## config.mk

```make
export PLATFORM = sky130hd
export DESIGN_NAME = umc_top
export DESIGN_NICKNAME = d
export VERILOG_FILES = /design/src/hw/umc_pkg.sv /design/src/hw/umc_baud_gen.sv /design/src/hw/umc_idle_timer.sv /design/src/hw/umc_top.sv
export VERILOG_INCLUDE_DIRS = /design/src /design/src/hw
export SDC_FILE = /design/constraint.sdc
export NUM_CORES = 1
export LEC_CHECK = 0
export BUFFER_PORTS_ARGS = -buffer_cell sky130_fd_sc_hd__buf_2
export CAP_MARGIN = 0
export CORE_UTILIZATION = 55
export DETAILED_ROUTE_END_ITERATION = 7
export PLACE_DENSITY = 0.72
export SETUP_SLACK_MARGIN = 0.02
export SYNTH_ARGS = -nofsm -noshare
export SYNTH_HDL_FRONTEND = slang
export SYNTH_SLANG_ARGS = --single-unit
```

## constraint.sdc

```tcl
create_clock -name pclk -period 6.8 [get_ports pclk]
set_input_delay 1.36 -clock pclk [delete_from_list [all_inputs] [get_ports pclk]]
set_output_delay 1.36 -clock pclk [all_outputs]
set_load 0.02 [all_outputs]
```

## src/hw/umc_params.svh

```systemverilog
`ifndef UMC_PARAMS_SVH
`define UMC_PARAMS_SVH
`define UMC_ADDR_CMD       8'h00
`define UMC_ADDR_MODE      8'h04
`define UMC_ADDR_STATUS    8'h14
`define UMC_ADDR_DIVISOR   8'h20
`define UMC_ADDR_TIMEOUT   8'h24
`define UMC_ADDR_GUARD     8'h28
`define UMC_ADDR_RATIO     8'h40
`define UMC_ADDR_ERRORS    8'h44
`define UMC_ADDR_IRFILTER  8'h4C
`define UMC_ADDR_LINECODE  8'h50
`define UMC_ADDR_LOCK      8'hE4
`define UMC_RATIO_RESET    11'h174
`define UMC_LINECODE_RESET 32'h30011004
`define UMC_LINECODE_FIXED 32'h20000000
`define UMC_LOCK_KEY       24'h555341
`define UMC_CMD_RESTART    0
`define UMC_MODE_OVER      2
`define UMC_LC_DRIFT       30
`define UMC_LC_RX_POL      28
`define UMC_LC_RX_LEAD_PATTERN       25:24
`define UMC_LC_RX_LEAD_LENGTH       19:16
`define UMC_LC_TX_POL      12
`define UMC_LC_TX_LEAD_PATTERN       9:8
`define UMC_LC_TX_LEAD_LENGTH       3:0
`define UMC_OVS_16         11'h010
`define UMC_OVS_8          11'h008
`define UMC_LEAD_ONES      2'h0
`define UMC_LEAD_ZEROS     2'h1
`define UMC_LEAD_ZERO_ONE  2'h2
`endif

```

## src/hw/umc_pkg.sv

```systemverilog
package umc_pkg;
	typedef enum logic [1:0] {UMC_ASYNC, UMC_SYNC, UMC_SPI, UMC_SMARTCARD} umc_mode_e;
	typedef enum logic {UMC_LEAD_IDLE, UMC_LEAD_SEND} umc_lead_e;
	typedef struct packed {
		logic [15:0] div_cnt;
		logic [10:0] sub_cnt;
		logic        tick;
	} umc_baud_s;
	typedef struct packed {
		logic [16:0] cnt;
		logic        armed;
		logic        flag;
	} umc_timer_s;
	typedef struct packed {
		logic [31:0] prdata;
		logic        pready;
		logic        pslverr;
		umc_mode_e   mode;
		logic        over;
		logic [15:0] divisor;
		logic [16:0] to_val;
		logic [7:0]  tg_val;
		logic [10:0] ratio;
		logic [7:0]  err_cnt;
		logic [7:0]  ir_filter;
		logic        drift;
		logic        rx_pol;
		logic [1:0]  rx_lead_pattern;
		logic [3:0]  rx_lead_length;
		logic        tx_pol;
		logic [1:0]  tx_lead_pattern;
		logic [3:0]  tx_lead_length;
		logic        lock;
		logic        restart;
		logic [7:0]  guard_cnt;
		logic        guard_busy;
		umc_lead_e   lead_st;
		logic [3:0]  lead_idx;
		logic        lead_bit;
		logic [1:0]  rx_sync;
		logic [3:0]  rx_match;
		logic        rx_found;
		logic        tx_first;
		logic        tx_second;
		logic        rx_bit;
		logic        drift_en;
	} umc_top_s;
endpackage

```

## src/hw/umc_baud_gen.sv

```systemverilog
`timescale 1ns/1ps
`include "umc_params.svh"
module umc_baud_gen (
	input  wire logic              pclk,
	input  wire logic              presetn,
	input  wire logic              clk_en,
	input  wire umc_pkg::umc_mode_e mode,
	input  wire logic              over,
	input  wire logic [15:0]       divisor,
	input  wire logic [10:0]       ratio,
	output logic                   bit_tick
);
	umc_pkg::umc_baud_s st_reg;
	umc_pkg::umc_baud_s st_next;
	logic [10:0]        limit;

	////////////////////////////////////////////////////////////////////////////////
	always_comb
	begin
		st_next = st_reg;
		st_next.tick = 1'b0;
		case (mode)
			umc_pkg::UMC_ASYNC: limit = over ? `UMC_OVS_8 : `UMC_OVS_16;
			umc_pkg::UMC_SMARTCARD: limit = ratio;
			default: limit = 11'h001;
		endcase
		if (divisor == 16'h0000 || (mode == umc_pkg::UMC_SMARTCARD && ratio == 11'h000))
		begin
			st_next.div_cnt = 16'h0000;
			st_next.sub_cnt = 11'h000;
		end
		else if (st_reg.div_cnt + 16'h0001 >= divisor)
		begin
			st_next.div_cnt = 16'h0000;
			if (st_reg.sub_cnt + 11'h001 >= limit)
			begin
				st_next.sub_cnt = 11'h000;
				st_next.tick = 1'b1;
			end
			else
				st_next.sub_cnt = st_reg.sub_cnt + 11'h001;
		end
		else
			st_next.div_cnt = st_reg.div_cnt + 16'h0001;
	end

	always_ff @(posedge pclk or negedge presetn)
	begin
		if (!presetn)
			st_reg <= '0;
		else if (clk_en)
			st_reg <= st_next;
	end

	assign bit_tick = st_reg.tick;
endmodule // umc_baud_gen

```

## src/hw/umc_idle_timer.sv

```systemverilog
`timescale 1ns/1ps
`include "umc_params.svh"
module umc_idle_timer (
	input  wire logic        pclk,
	input  wire logic        presetn,
	input  wire logic        clk_en,
	input  wire logic        bit_tick,
	input  wire logic        restart,
	input  wire logic [16:0] to_val,
	output logic             timeout
);
	umc_pkg::umc_timer_s st_reg;
	umc_pkg::umc_timer_s st_next;
	logic                expire;

	////////////////////////////////////////////////////////////////////////////////
	// Expiry is judged before the restart so an expiry in the restart cycle is kept.
	always_comb
	begin
		st_next = st_reg;
		expire = st_reg.armed && bit_tick && (st_reg.cnt + 17'h00001 >= to_val);
		if (to_val == 17'h00000)
		begin
			st_next.armed = 1'b0;
			st_next.flag = 1'b0;
			st_next.cnt = 17'h00000;
		end
		else if (restart)
		begin
			st_next.cnt = 17'h00000;
			st_next.armed = 1'b1;
			st_next.flag = expire;
		end
		else if (expire)
		begin
			st_next.flag = 1'b1;
			st_next.armed = 1'b0;
		end
		else if (st_reg.armed && bit_tick)
			st_next.cnt = st_reg.cnt + 17'h00001;
	end

	always_ff @(posedge pclk or negedge presetn)
	begin
		if (!presetn)
			st_reg <= '0;
		else if (clk_en)
			st_reg <= st_next;
	end

	assign timeout = st_reg.flag;
endmodule // umc_idle_timer

```

## src/hw/umc_top.sv

```systemverilog
`timescale 1ns/1ps
`include "umc_params.svh"
module umc_top (
	input  wire logic        pclk,
	input  wire logic        presetn,
	input  wire logic        clk_en,
	input  wire logic        psel,
	input  wire logic        penable,
	input  wire logic        pwrite,
	input  wire logic [7:0]  paddr,
	input  wire logic [31:0] pwdata,
	output logic      [31:0] prdata,
	output logic             pready,
	output logic             pslverr,
	input  wire logic        sc_error,
	input  wire logic        tx_char_done,
	input  wire logic        tx_frame_start,
	input  wire logic        tx_data_bit,
	input  wire logic        rx_half_first,
	input  wire logic        rx_line_pin,
	output logic             bit_tick,
	output logic             rx_timeout,
	output logic             tx_guard_busy,
	output logic             tx_lead_active,
	output logic             tx_lead_bit,
	output logic             rx_lead_found,
	output logic      [7:0]  ir_filter,
	output logic             drift_recovery_en,
	output logic             tx_code_first,
	output logic             tx_code_second,
	output logic             rx_code_bit
);
	umc_pkg::umc_top_s st_reg;
	umc_pkg::umc_top_s st_next;
	logic              acc;
	logic              wr;
	logic              rd_clear;
	logic              unlocked;
	logic              exp_bit;
	localparam logic [31:0] lc_reset = `UMC_LINECODE_RESET;

	////////////////////////////////////////////////////////////////////////////////
	// Lead pattern bit for a given bit position, inverted under set polarity.
	function automatic logic lead_bit_f(logic [1:0] code, logic [3:0] idx, logic pol);
		logic b;
		case (code)
			`UMC_LEAD_ONES: b = 1'b1;
			`UMC_LEAD_ZEROS: b = 1'b0;
			`UMC_LEAD_ZERO_ONE: b = idx[0];
			default: b = ~idx[0];
		endcase
		return b ^ pol;
	endfunction

	umc_baud_gen u_baud (
		.pclk    (pclk),
		.presetn (presetn),
		.clk_en  (clk_en),
		.mode    (st_reg.mode),
		.over    (st_reg.over),
		.divisor (st_reg.divisor),
		.ratio   (st_reg.ratio),
		.bit_tick(bit_tick)
	);

	umc_idle_timer u_timer (
		.pclk    (pclk),
		.presetn (presetn),
		.clk_en  (clk_en),
		.bit_tick(bit_tick),
		.restart (st_reg.restart),
		.to_val  (st_reg.to_val),
		.timeout (rx_timeout)
	);

	////////////////////////////////////////////////////////////////////////////////
	// Register effects and pready both land on the first access edge,
	// so a read and its clearing side effect see exactly the same counter value.
	always_comb
	begin
		st_next = st_reg;
		acc = psel && penable && !st_reg.pready;
		wr = acc && pwrite;
		rd_clear = acc && !pwrite && paddr == `UMC_ADDR_ERRORS;
		unlocked = !st_reg.lock;
		st_next.pready = acc;
		st_next.pslverr = 1'b0;
		st_next.restart = 1'b0;
		if (acc)
		begin
			st_next.prdata = 32'h00000000;
			case (paddr)
				`UMC_ADDR_CMD: ;
				`UMC_ADDR_MODE:
					st_next.prdata = {29'h0, st_reg.over, st_reg.mode};
				`UMC_ADDR_STATUS:
					st_next.prdata = {29'h0, tx_lead_active, tx_guard_busy, rx_timeout};
				`UMC_ADDR_DIVISOR: st_next.prdata = {16'h0000, st_reg.divisor};
				`UMC_ADDR_TIMEOUT: st_next.prdata = {15'h0000, st_reg.to_val};
				`UMC_ADDR_GUARD: st_next.prdata = {24'h000000, st_reg.tg_val};
				`UMC_ADDR_RATIO: st_next.prdata = {21'h000000, st_reg.ratio};
				`UMC_ADDR_ERRORS: st_next.prdata = {24'h000000, st_reg.err_cnt};
				`UMC_ADDR_IRFILTER: st_next.prdata = {24'h000000, st_reg.ir_filter};
				`UMC_ADDR_LINECODE:
				begin
					st_next.prdata = `UMC_LINECODE_FIXED;
					st_next.prdata[`UMC_LC_DRIFT] = st_reg.drift;
					st_next.prdata[`UMC_LC_RX_POL] = st_reg.rx_pol;
					st_next.prdata[`UMC_LC_RX_LEAD_PATTERN] = st_reg.rx_lead_pattern;
					st_next.prdata[`UMC_LC_RX_LEAD_LENGTH] = st_reg.rx_lead_length;
					st_next.prdata[`UMC_LC_TX_POL] = st_reg.tx_pol;
					st_next.prdata[`UMC_LC_TX_LEAD_PATTERN] = st_reg.tx_lead_pattern;
					st_next.prdata[`UMC_LC_TX_LEAD_LENGTH] = st_reg.tx_lead_length;
				end
				`UMC_ADDR_LOCK: st_next.prdata = {31'h0, st_reg.lock};
				default: st_next.pslverr = 1'b1;
			endcase
		end
		if (wr)
		begin
			case (paddr)
				`UMC_ADDR_CMD:
					st_next.restart = pwdata[`UMC_CMD_RESTART];
				`UMC_ADDR_MODE:
					if (unlocked)
					begin
						st_next.mode = umc_pkg::umc_mode_e'(pwdata[1:0]);
						st_next.over = pwdata[`UMC_MODE_OVER];
					end
				`UMC_ADDR_DIVISOR:
					if (unlocked)
						st_next.divisor = pwdata[15:0];
				`UMC_ADDR_TIMEOUT:
					if (unlocked)
						st_next.to_val = pwdata[16:0];
				`UMC_ADDR_GUARD:
					if (unlocked)
						st_next.tg_val = pwdata[7:0];
				`UMC_ADDR_RATIO:
					if (unlocked)
						st_next.ratio = pwdata[10:0];
				`UMC_ADDR_IRFILTER:
					if (unlocked)
						st_next.ir_filter = pwdata[7:0];
				`UMC_ADDR_LINECODE:
					if (unlocked)
					begin
						st_next.drift = pwdata[`UMC_LC_DRIFT];
						st_next.rx_pol = pwdata[`UMC_LC_RX_POL];
						st_next.rx_lead_pattern = pwdata[`UMC_LC_RX_LEAD_PATTERN];
						st_next.rx_lead_length = pwdata[`UMC_LC_RX_LEAD_LENGTH];
						st_next.tx_pol = pwdata[`UMC_LC_TX_POL];
						st_next.tx_lead_pattern = pwdata[`UMC_LC_TX_LEAD_PATTERN];
						st_next.tx_lead_length = pwdata[`UMC_LC_TX_LEAD_LENGTH];
					end
				`UMC_ADDR_LOCK:
					if (pwdata[31:8] == `UMC_LOCK_KEY)
						st_next.lock = pwdata[0];
				default: ;
			endcase
		end

		// A new error in the clearing cycle survives as a count of one.
		if (sc_error)
		begin
			if (rd_clear)
				st_next.err_cnt = 8'h01;
			else if (st_reg.err_cnt != 8'hFF)
				st_next.err_cnt = st_reg.err_cnt + 8'h01;
		end
		else if (rd_clear)
			st_next.err_cnt = 8'h00;

		// Drift tolerance is only offered while the over bit is clear (16x oversampling in async mode).
		st_next.drift_en = st_reg.drift && !st_reg.over;

		// Guard gap between characters, counted in bit periods.
		// A zero guard value takes priority, so zeroing it ends a running gap at once.
		if (st_reg.tg_val == 8'h00)
			st_next.guard_busy = 1'b0;
		else if (tx_char_done)
		begin
			st_next.guard_busy = 1'b1;
			st_next.guard_cnt = st_reg.tg_val;
		end
		else if (st_reg.guard_busy && bit_tick)
		begin
			st_next.guard_cnt = st_reg.guard_cnt - 8'h01;
			if (st_reg.guard_cnt == 8'h01)
				st_next.guard_busy = 1'b0;
		end

		// Transmit lead sequence ahead of each frame.
		case (st_reg.lead_st)
			umc_pkg::UMC_LEAD_IDLE:
				if (tx_frame_start && st_reg.tx_lead_length != 4'h0)
				begin
					st_next.lead_st = umc_pkg::UMC_LEAD_SEND;
					st_next.lead_idx = 4'h0;
				end
			umc_pkg::UMC_LEAD_SEND:
				if (bit_tick)
				begin
					st_next.lead_idx = st_reg.lead_idx + 4'h1;
					if (st_reg.lead_idx + 4'h1 >= st_reg.tx_lead_length)
						st_next.lead_st = umc_pkg::UMC_LEAD_IDLE;
				end
			default: st_next.lead_st = umc_pkg::UMC_LEAD_IDLE;
		endcase
		st_next.lead_bit = lead_bit_f(st_reg.tx_lead_pattern, st_next.lead_idx, st_reg.tx_pol);

		// Receive lead detection on the synchronised line, sampled once per bit.
		st_next.rx_sync = {st_reg.rx_sync[0], rx_line_pin};
		st_next.rx_found = 1'b0;
		exp_bit = lead_bit_f(st_reg.rx_lead_pattern, st_reg.rx_match, st_reg.rx_pol);
		if (st_reg.rx_lead_length == 4'h0)
			st_next.rx_match = 4'h0;
		else if (bit_tick)
		begin
			if (st_reg.rx_sync[1] != exp_bit)
				st_next.rx_match = 4'h0;
			else if (st_reg.rx_match + 4'h1 >= st_reg.rx_lead_length)
			begin
				st_next.rx_match = 4'h0;
				st_next.rx_found = 1'b1;
			end
			else
				st_next.rx_match = st_reg.rx_match + 4'h1;
		end

		// Mid-bit line code: the first half level is data xor polarity.
		st_next.tx_first = tx_data_bit ^ st_reg.tx_pol;
		st_next.tx_second = ~(tx_data_bit ^ st_reg.tx_pol);
		st_next.rx_bit = rx_half_first ^ st_reg.rx_pol;
	end

	////////////////////////////////////////////////////////////////////////////////
	always_ff @(posedge pclk or negedge presetn)
	begin
		if (!presetn)
		begin
			st_reg <= '0;
			st_reg.ratio <= `UMC_RATIO_RESET;
			st_reg.drift <= lc_reset[`UMC_LC_DRIFT];
			st_reg.rx_pol <= lc_reset[`UMC_LC_RX_POL];
			st_reg.rx_lead_pattern <= lc_reset[`UMC_LC_RX_LEAD_PATTERN];
			st_reg.rx_lead_length <= lc_reset[`UMC_LC_RX_LEAD_LENGTH];
			st_reg.tx_pol <= lc_reset[`UMC_LC_TX_POL];
			st_reg.tx_lead_pattern <= lc_reset[`UMC_LC_TX_LEAD_PATTERN];
			st_reg.tx_lead_length <= lc_reset[`UMC_LC_TX_LEAD_LENGTH];
		end
		else if (clk_en)
			st_reg <= st_next;
	end

	assign prdata = st_reg.prdata;
	assign pready = st_reg.pready;
	assign pslverr = st_reg.pslverr;
	assign tx_guard_busy = st_reg.guard_busy;
	assign tx_lead_active = st_reg.lead_st == umc_pkg::UMC_LEAD_SEND;
	assign tx_lead_bit = st_reg.lead_bit;
	assign rx_lead_found = st_reg.rx_found;
	assign ir_filter = st_reg.ir_filter;
	assign drift_recovery_en = st_reg.drift_en;
	assign tx_code_first = st_reg.tx_first;
	assign tx_code_second = st_reg.tx_second;
	assign rx_code_bit = st_reg.rx_bit;
endmodule // umc_top

```

Word level (Yosys, flattened, before mapping) --
Index checks and enable logic that the tools add are counted.
Word-level totals: bits in latches 0, output and inout bits 52, memory bits (writable) 0, register bits after elaboration 195, memories 0, memory bits (read-only) 0
Operators by class: bitwise logic cells 10, multiply operators 0, $lt $le $gt $ge 5, shift-type cells 0, divide/modulo/power cells 0, muxes and demuxes 39, reduce and logical (&&, ||, !) cells 52, eq/ne operators 22, add/sub/neg operators 7
Operators with widths (number):
- $pmux W31 S10 | 1
- $mux W19 | 2
- $mux W17 | 2
- $eq A8 B7 Y1 const B | 4
- $mux W8 | 4
- $reduce_and A4 Y1 | 8
- $mux W27 | 1
- $eq A24 B23 Y1 const B | 1
- $eq A8 B6 Y1 const B | 3
- $pmux W11 S2 | 1
- $mux W5 | 4
- $mux W9 | 2
- $add A17 B1 Y17 const B | 1
- $ge A17 B17 Y1 | 1
- $logic_not A17 Y1 | 1
- $add A16 B1 Y16 const B | 1
- $ge A16 B16 Y1 | 1
- $logic_not A16 Y1 | 1
- $logic_not A8 Y1 | 2
- $mux W16 | 1
- $reduce_and A3 Y1 | 5
- $mux W1 | 12
- $mux W12 | 1
- $mux W4 | 3
- 34 further kinds | 72

Logic depth before layout (Yosys ltp) --
Gate-level depths: netlist (run 1).
word-level depth 8, gate-level depth with buffers 16, depth with buffers taken out 15

Hierarchy --
From an unflattened synthesis (run 1), not the netlist that was laid out.
Unflattened totals: cells, all modules 1124, area, all modules 11392.2 µm²
Modules (own cells, without submodules):
- umc_top | area each 7298.2 µm², cells an instance 668, instances 1, seq. area each 3539.6 µm²
- umc_baud_gen | area each 2438.6 µm², cells an instance 281, instances 1, seq. area each 700.7 µm²
- umc_idle_timer | area each 1655.3 µm², cells an instance 175, instances 1, seq. area each 475.5 µm²

Least setup slack after synthesis (run 1) --
Ideal clock, no wire load.
path type register -> register, from register u_timer.st_reg[2] (netlist name), to register u_timer.st_reg[15] (netlist name), cell stages (with the launch flop) 16, path slack 3609 ps, arrival 3099 ps, cells stage by stage dfrtp_1 -> ha_1 -> and3_1 -> and3_1 -> nand2_1 -> inv_1 -> and3_1 -> xor2_1 -> ha_1 -> a21oi_1 -> o21a_1 -> o21ai_0 -> or4_4 -> buf_6 -> buf_8 -> o31ai_2
Between the ends: cells in the longest elaborated chain, start to end 5
Ends and longest elaborated chain:
- start, declared | line umc_idle_timer.sv:12 | umc_pkg::umc_timer_s st_reg;
- start signal, assigned | line umc_idle_timer.sv:48 | st_reg <= st_next;
- $add A17 B1 Y17 * | line umc_idle_timer.sv:21, umc_idle_timer.sv:40
- $ge A17 B17 Y1 or $mux W17 (tied branches) | line umc_idle_timer.sv:21, umc_idle_timer.sv:39
- $logic_and A1 B1 Y1 or $mux W17 (tied branches) | line umc_idle_timer.sv:21, umc_idle_timer.sv:34
- $ne A3 B3 Y1 (no source line) or $mux W19 (tied branches)
- $reduce_and A3 Y1 (no source line) or $mux W19 (tied branches)
Every way passes the cells marked *; elsewhere a longest branch is shown, timed or not. The select of a mux whose other input is x is not followed. A chain may end at the register's enable or synchronous reset.

Worst setup path after layout (run 1) --
from register u_baud.st_reg[12] (netlist name), to register u_baud.st_reg[17] (netlist name)
Between the ends: cells in the longest elaborated chain, start to end 4
Ends and longest elaborated chain:
- start, declared | line umc_baud_gen.sv:13 | umc_pkg::umc_baud_s st_reg;
- start signal, assigned | line umc_baud_gen.sv:52 | st_reg <= st_next;
- $add A16 B1 Y16 * | line umc_baud_gen.sv:32, umc_baud_gen.sv:44
- $ge A16 B16 Y1 | line umc_baud_gen.sv:32 | else if (st_reg.div_cnt + 16'h0001 >= divisor)
- $mux W16 * | line umc_baud_gen.sv:32
- $mux W27 * | line umc_baud_gen.sv:27 | if (divisor == 16'h0000 || (mode == umc_pkg::UMC_SMARTCARD && ratio == 11'h000))
Every way passes the cells marked *; elsewhere a longest branch is shown, timed or not.

==> flow_summary.json, run 1 <==
{
  "area_growth_pct": 9.85,
  "ir_worst_vdd_uv": 182,
  "fin_skew_ns": 0.00974,
  "grt_max_degree": 77,
  "synthMostInstantiatedCell": "dfrtp_1",
  "synth_area_um2": 10900,
  "ys_types": 77,
  "ys_seq_elements": 188,
  "hold_class": "reg -> reg",
  "largest_register_ffs": 97,
  "die_w_um": 143,
  "netlist_top_cells_area": "dfrtp_1, ha_1, mux2_2, nand2_1, o21ai_0",
  "slew_headroom_pct": 15.3,
  "post-route-period-util_pct": 62.3,
  "cts.path.max_buffers": 2,
  "antenna_found_initial": 0,
  "synth-seq-area-share_pct": 43.2,
  "final_nets": 1285,
  "rsz0062_at_grt": "no",
  "dieArea_um2": 20400,
  "drcViolationCount": 0,
  "period_needed_ns": 4.24,
  "outcome": "finished clean",
  "async_reset_ff_share_pct": 100,
  "grt_overflow": 0,
  "ant_nets": 0,
  "clkLatencyLatePin_ns": 0.43,
  "htreeDepth": 4,
  "total_leakage_power_nw": 5.79,
  "finalHoldViolCount": 0,
  "path_clk_slew_ns": 0.07,
  "synth_edf_count": 0,
  "pwr_density_cell_nw_per_um2": 221,
  "vias": 8871,
  "fmax_mhz": 236,
  "maxSlewViolCount": 0,
  "syn_inst": 1126,
  "synth_commonest_cells": "dfrtp_1, nand2_1, o21ai_0",
  "synth_warnings": 0,
  "finalPower_mw": 2.65,
  "hold_ws_ns": 0.475,
  "port_buffers": 96,
  "grt_pass1_vias": 8259,
  "cts_tree": "done",
  "syn_avg_cell_area_um2": 9.69,
  "cts.root.buffer_cell": "clkbuf_16",
  "ios": 104,
  "arrival_ns": 4.59,
  "cap_viol_max_count": 0,
  "path_max_fanout": 20,
  "tritoncts.num_buffers": 17,
  "post_cts_buffers": 0,
  "worst_slew_pin_slew_ns": 1.27,
  "tns_ns": 0,
  "core-area_um2": 19500,
  "synthFlopType": "dfrtp_1",
  "dpl.hpwl_um": 21500,
  "grt_pass1_wl_um": 45800,
  "drt_iter0_drc": 779,
  "die_h_um": 143,
  "wl_um": 29200,
  "synth_top_cell_by_area": "dfrtp_1",
  "crit_type": "reg -> reg",
  "postCtsHoldBufs": 0,
  "grt_use_total_pct": 29.7,
  "drtPass1Iterations": 8,
  "start_util_pct": 56.0,
  "via_per_inst": 6.12,
  "cts_resized": 0,
  "drive_gt1_share_pct": 18.7,
  "wl_per_cell_um": 20.1,
  "synth_top_area_share_pct": 41.1,
  "critPathLaunchType": "flop",
  "num_rows": 51,
  "cts.sinks": 188,
  "num_antenna_cells": 0,
  "crit_required_ns": 7.15,
  "place.gp.congestion": 0.941,
  "worstSetupEndpointType": "flop",
  "setup_violations": 0
}
cells in the final DEF (no fill, tap or decap), types with 10 or more instances in the layout:
cell       instances
o21ai_0           80
dfrtp_1          179
nor2b_1           10
ha_1              62
xnor2_1           31
a21o_1            16
nand2_1          126
a21oi_1           37
nor2_1            56
a22oi_1           13
nand3_1           30
nand4_1           15
or3_1             10
nand2b_1          16
a22o_1            18
o31ai_1           12
a31oi_1           20
xor2_1            18
buf_2             95
nor3_1            15
nor4_1            19
clkbuf_16         17
mux2_2            43
o211ai_1          17
and3_1            14
a221oi_1          10
inv_1             56
metal layers:
metal	track usage, %	share of wire [%]
met5	0	0
met4	12.7	3.6
met3	4.56	6.1
met2	47.6	46
met1	40.0	44
kinds of logic (layout without fill, tap and decap cells):
family / Yosys count / count (layout) / synth area share (%)
AO/OA/AOI/OAI: 274 / 274 / 17.0
XOR/XNOR: 49 / 49 / 3.93
adder cells (fa/ha/maj): 62 / 62 / 7.11
buffers and inverters: 141 / 193 / 6.67
flip-flops: 188 / 188 / 43.2
multiplexers: 52 / 52 / 5.27
other: 1 / 7 / 0.0344
AND/OR/NAND/NOR: 359 / 359 / 16.7
per-stage QoR:
step | worst slack (ns) | utilization, % | cells | area [um2]
floorplan | 3.61 | - | 1132 | 10900
global placement | 2.66 | 58.1 | 1417 | 11300
detailed placement | 2.61 | 58.1 | 1417 | 11300
CTS | 2.56 | 61.6 | 1449 | 12000
global route | 2.08 | 61.6 | 1449 | 12000
finish | 2.56 | 61.6 | 1449 | 12000
report_power, final:
group / leakage [nW] / switching [mW] / internal [mW]
combinational: 3.15 / 0.172 / 0.0981
sequential: 2.30 / 0.0649 / 1.17
clock: 0.332 / 0.463 / 0.684
cell type report:
type                    count  area, um2
clock buffers              19        453
well taps                 265        332
repair buffers            104        549
fillers                  1645       7480
multi-input cells         803       5500
clock inverters            13        223
flip-flops and latches    188       4720
inverters                  57        214
final timing paths:
kind                                    from  depth (start not counted)                end  slack, ns
max                        u_baud.st_reg[12]                         14  u_baud.st_reg[17]       2.56
min                            tx_code_first                          1      tx_code_first       0.47
max reg2reg                u_baud.st_reg[12]                         14  u_baud.st_reg[17]       2.56
min reg2reg                    tx_code_first                          1      tx_code_first       0.47
max in group asynchronous            presetn                          2       ir_filter[4]       4.55
min in group asynchronous            presetn                          1         st_reg[57]       0.90
worst max-delay path, cell delays in order, from the launching register on:
cell	delay, ns
dfrtp_1	0.42
ha_1	0.28
nand3_1	0.17
nor2_1	0.29
and2_0	0.32
nand3_1	0.14
xnor2_1	0.17
ha_1	0.20
a211oi_1	0.24
nor2_1	0.08
nor3_1	0.24
o211ai_1	0.16
nor2_1	0.97
o21ai_0	0.24
a31oi_1	0.23
(Power assumes the default switching activity.)
==> run 2, diff against run 1 <==
--- a/config.mk
+++ b/config.mk
@@ -8,9 +8,9 @@
 export LEC_CHECK = 0
 export BUFFER_PORTS_ARGS = -buffer_cell sky130_fd_sc_hd__buf_2
 export CAP_MARGIN = 0
-export CORE_UTILIZATION = 55
+export CORE_UTILIZATION = 54
 export DETAILED_ROUTE_END_ITERATION = 7
-export PLACE_DENSITY = 0.72
+export PLACE_DENSITY = 0.74
 export SETUP_SLACK_MARGIN = 0.02
 export SYNTH_ARGS = -nofsm -noshare
 export SYNTH_HDL_FRONTEND = slang
==> constraint.sdc (replaced) <==
create_clock -name pclk -period 3.64 [get_ports pclk]
set_input_delay 0.728 -clock pclk [delete_from_list [all_inputs] [get_ports pclk]]
set_output_delay 0.728 -clock pclk [all_outputs]
set_load 0.02 [all_outputs]
==> flow_summary.json, run 2 (synthesized netlist as in run 1, its figures left out) <==
{
  "cp_cell_sequence": "ha_1 -> and3_1 -> and3_1 -> nand2_1 -> inv_1 -> and3_1 -> xor2_1 -> ha_1 -> a21oi_1 -> o21a_1 -> o21ai_0 -> or4_4 -> o31ai_2",
  "crit_path_start": "u_timer.st_reg[2]",
  "fin_cells": 1463,
  "port_buffers": 96,
  "cts.path.max_buffers": 2,
  "n_fill_cell": 1676,
  "reg2reg_slack_ns": 0.25,
  "internal_power_mw": 3.28,
  "worst_slew_pin_slew_ns": 1.08,
  "setup_violations": 0,
  "tritoncts.num_buffers": 17,
  "rsz0062_at_grt": "yes",
  "period_needed_ns": 3.39,
  "cap_viol_max_count": 0,
  "worstReg2RegStart": "u_timer.st_reg[2]",
  "via_per_inst": 6.11,
  "fin_skew_ns": 0.00835,
  "path_clk_slew_ns": 0.07,
  "multi_input_area_um2": 5500,
  "finalHoldViolCount": 0,
  "ios": 104,
  "die_h_um": 144,
  "total_leakage_power_nw": 5.80,
  "dpl.hpwl_um": 21300,
  "cp_num_cells": 13,
  "dieArea_um2": 20800,
  "crit_type": "reg -> reg",
  "grt_pass1_wl_um": 44700,
  "crit_slowest_cell": "or4_4",
  "seq_power_share_pct": 50.0,
  "drive_gt1_share_pct": 19.7,
  "drtPass1Iterations": 5,
  "die_w_um": 144,
  "ir_worst_vdd_uv": 326,
  "wl_per_cell_um": 19.6,
  "ant_nets": 0,
  "vias": 8943,
  "r2r_cells": 13,
  "fin_util_pct": 61.1,
  "clockPowerShare_pct": 38.8,
  "drt_iter0_drc": 732,
  "arrival_ns": 3.73,
  "worstSetupEndpointType": "flop",
  "path_buf_inv": 1,
  "num_rows": 51,
  "path_max_fanout": 15,
  "cpPeakStageDelay_ns": 0.68,
  "clkLatencyLatePin_ns": 0.44,
  "path_common_cell": "and3_1",
  "postCtsHoldBufs": 0,
  "dp_cells": 1429,
  "core-area_um2": 19700,
  "tns_ns": 0,
  "htreeDepth": 4,
  "p_switching_mw": 1.33,
  "seqCellArea_um2": 4720,
  "slew_headroom_pct": 27.5,
  "final_nets": 1298,
  "start_util_pct": 55.5,
  "outcome": "finished clean",
  "wl_um": 28700,
  "largest_register_ffs": 97,
  "pwr_density_cell_nw_per_um2": 384,
  "grt_pass1_vias": 8437,
  "crit_required_ns": 3.98,
  "cts_tree": "done",
  "drcViolationCount": 0,
  "swShare_pct": 28.8,
  "final_common_cell": "dfrtp_1",
  "cp_top_family": "simple AND/OR/NAND/NOR gates",
  "maxSlewViolCount": 0,
  "cts.sinks": 188,
  "grt_use_total_pct": 28.8,
  "grt_max_degree": 79,
  "grt_overflow": 0,
  "antenna_found_initial": 0,
  "cts.root.buffer_cell": "clkbuf_16",
  "fmax_mhz": 295,
  "power_frac_comb_pct": 11.2,
  "critPathLaunchType": "flop",
  "post-route-period-util_pct": 93.1,
  "place.gp.congestion": 0.961,
  "final_cell_mix": "dfrtp_1, nand2_1, buf_2, o21ai_0, ha_1",
  "hold_class": "in -> async",
  "area_growth_pct": 10.0
}
-- run 2: worst paths after layout --
kind,endpoint
setup / recovery,u_timer.st_reg[15]
hold / removal,st_reg[53]
setup reg to reg,u_timer.st_reg[15]
hold reg to reg,prdata[30]
max in group asynchronous,st_reg[86]
min in group pclk,prdata[30]
-- run 2: per-layer routing --
layer / vias to the layer above / GRT usage [%] / routed length [um]
met1: 4323 / 38.7 / 12100
met3: 68 / 5.13 / 2350
li1: 4147 / - / -
met5: - / 0 / 0
met2: 405 / 45.8 / 13300
met4: 0 / 12.3 / 949
-- run 2: through the flow --
stage               power [mW]  cell area, um2  worst slack, ns  hold slack [ns]
detailed placement        2.84           11400            0.158            0.465
CTS                       4.62           12000            0.144            0.324
global route              4.77           12000          -0.0395            0.348
finish                    4.60           12000            0.252            0.306
floorplan                 2.67           10900            0.449            0.432
global placement          2.83           11400            0.265            0.456
-- run 2: final cells by class --
class | count | area share [%]
Clock buffer | 17 | 3.54
Tap cell | 265 | 2.76
Multi-Input combinational cell | 803 | 45.9
Inverter | 57 | 1.78
Timing Repair Buffer | 117 | 5.63
Sequential cell | 188 | 39.3
Antenna cell | 1 | 0.0209
Clock inverter | 15 | 1.11
-- run 2: what timing repair did --
| item | 4_1_cts | 5_1_grt |
|---|---|---|
| setup endpoints to repair | 0 | 27 |
| resized for setup | 0 | 5 |
| setup buffers | 0 | 1 |
-- run 2: power groups by stage --
stage               logic [mW]  registers, mW  clock network, mW
finish                   0.513           2.30               1.79
global route             0.567           2.32               1.89
CTS                      0.512           2.30               1.81
detailed placement       0.506           2.34                  0
global placement         0.496           2.34                  0
floorplan                0.358           2.31                  0
-- run 2: worst register-to-register path, delay by kind of cell, from the launching register on --
| kind | cells | cell delay (ns) |
|---|---|---|
| flip-flops | 1 | 0.43 |
| AO/OA/AOI/OAI | 4 | 0.66 |
| adder cells (fa/ha/maj) | 2 | 0.58 |
| buffers and inverters | 1 | 0.09 |
| AND/OR/NAND/NOR | 5 | 1.39 |
| XOR/XNOR | 1 | 0.15 |
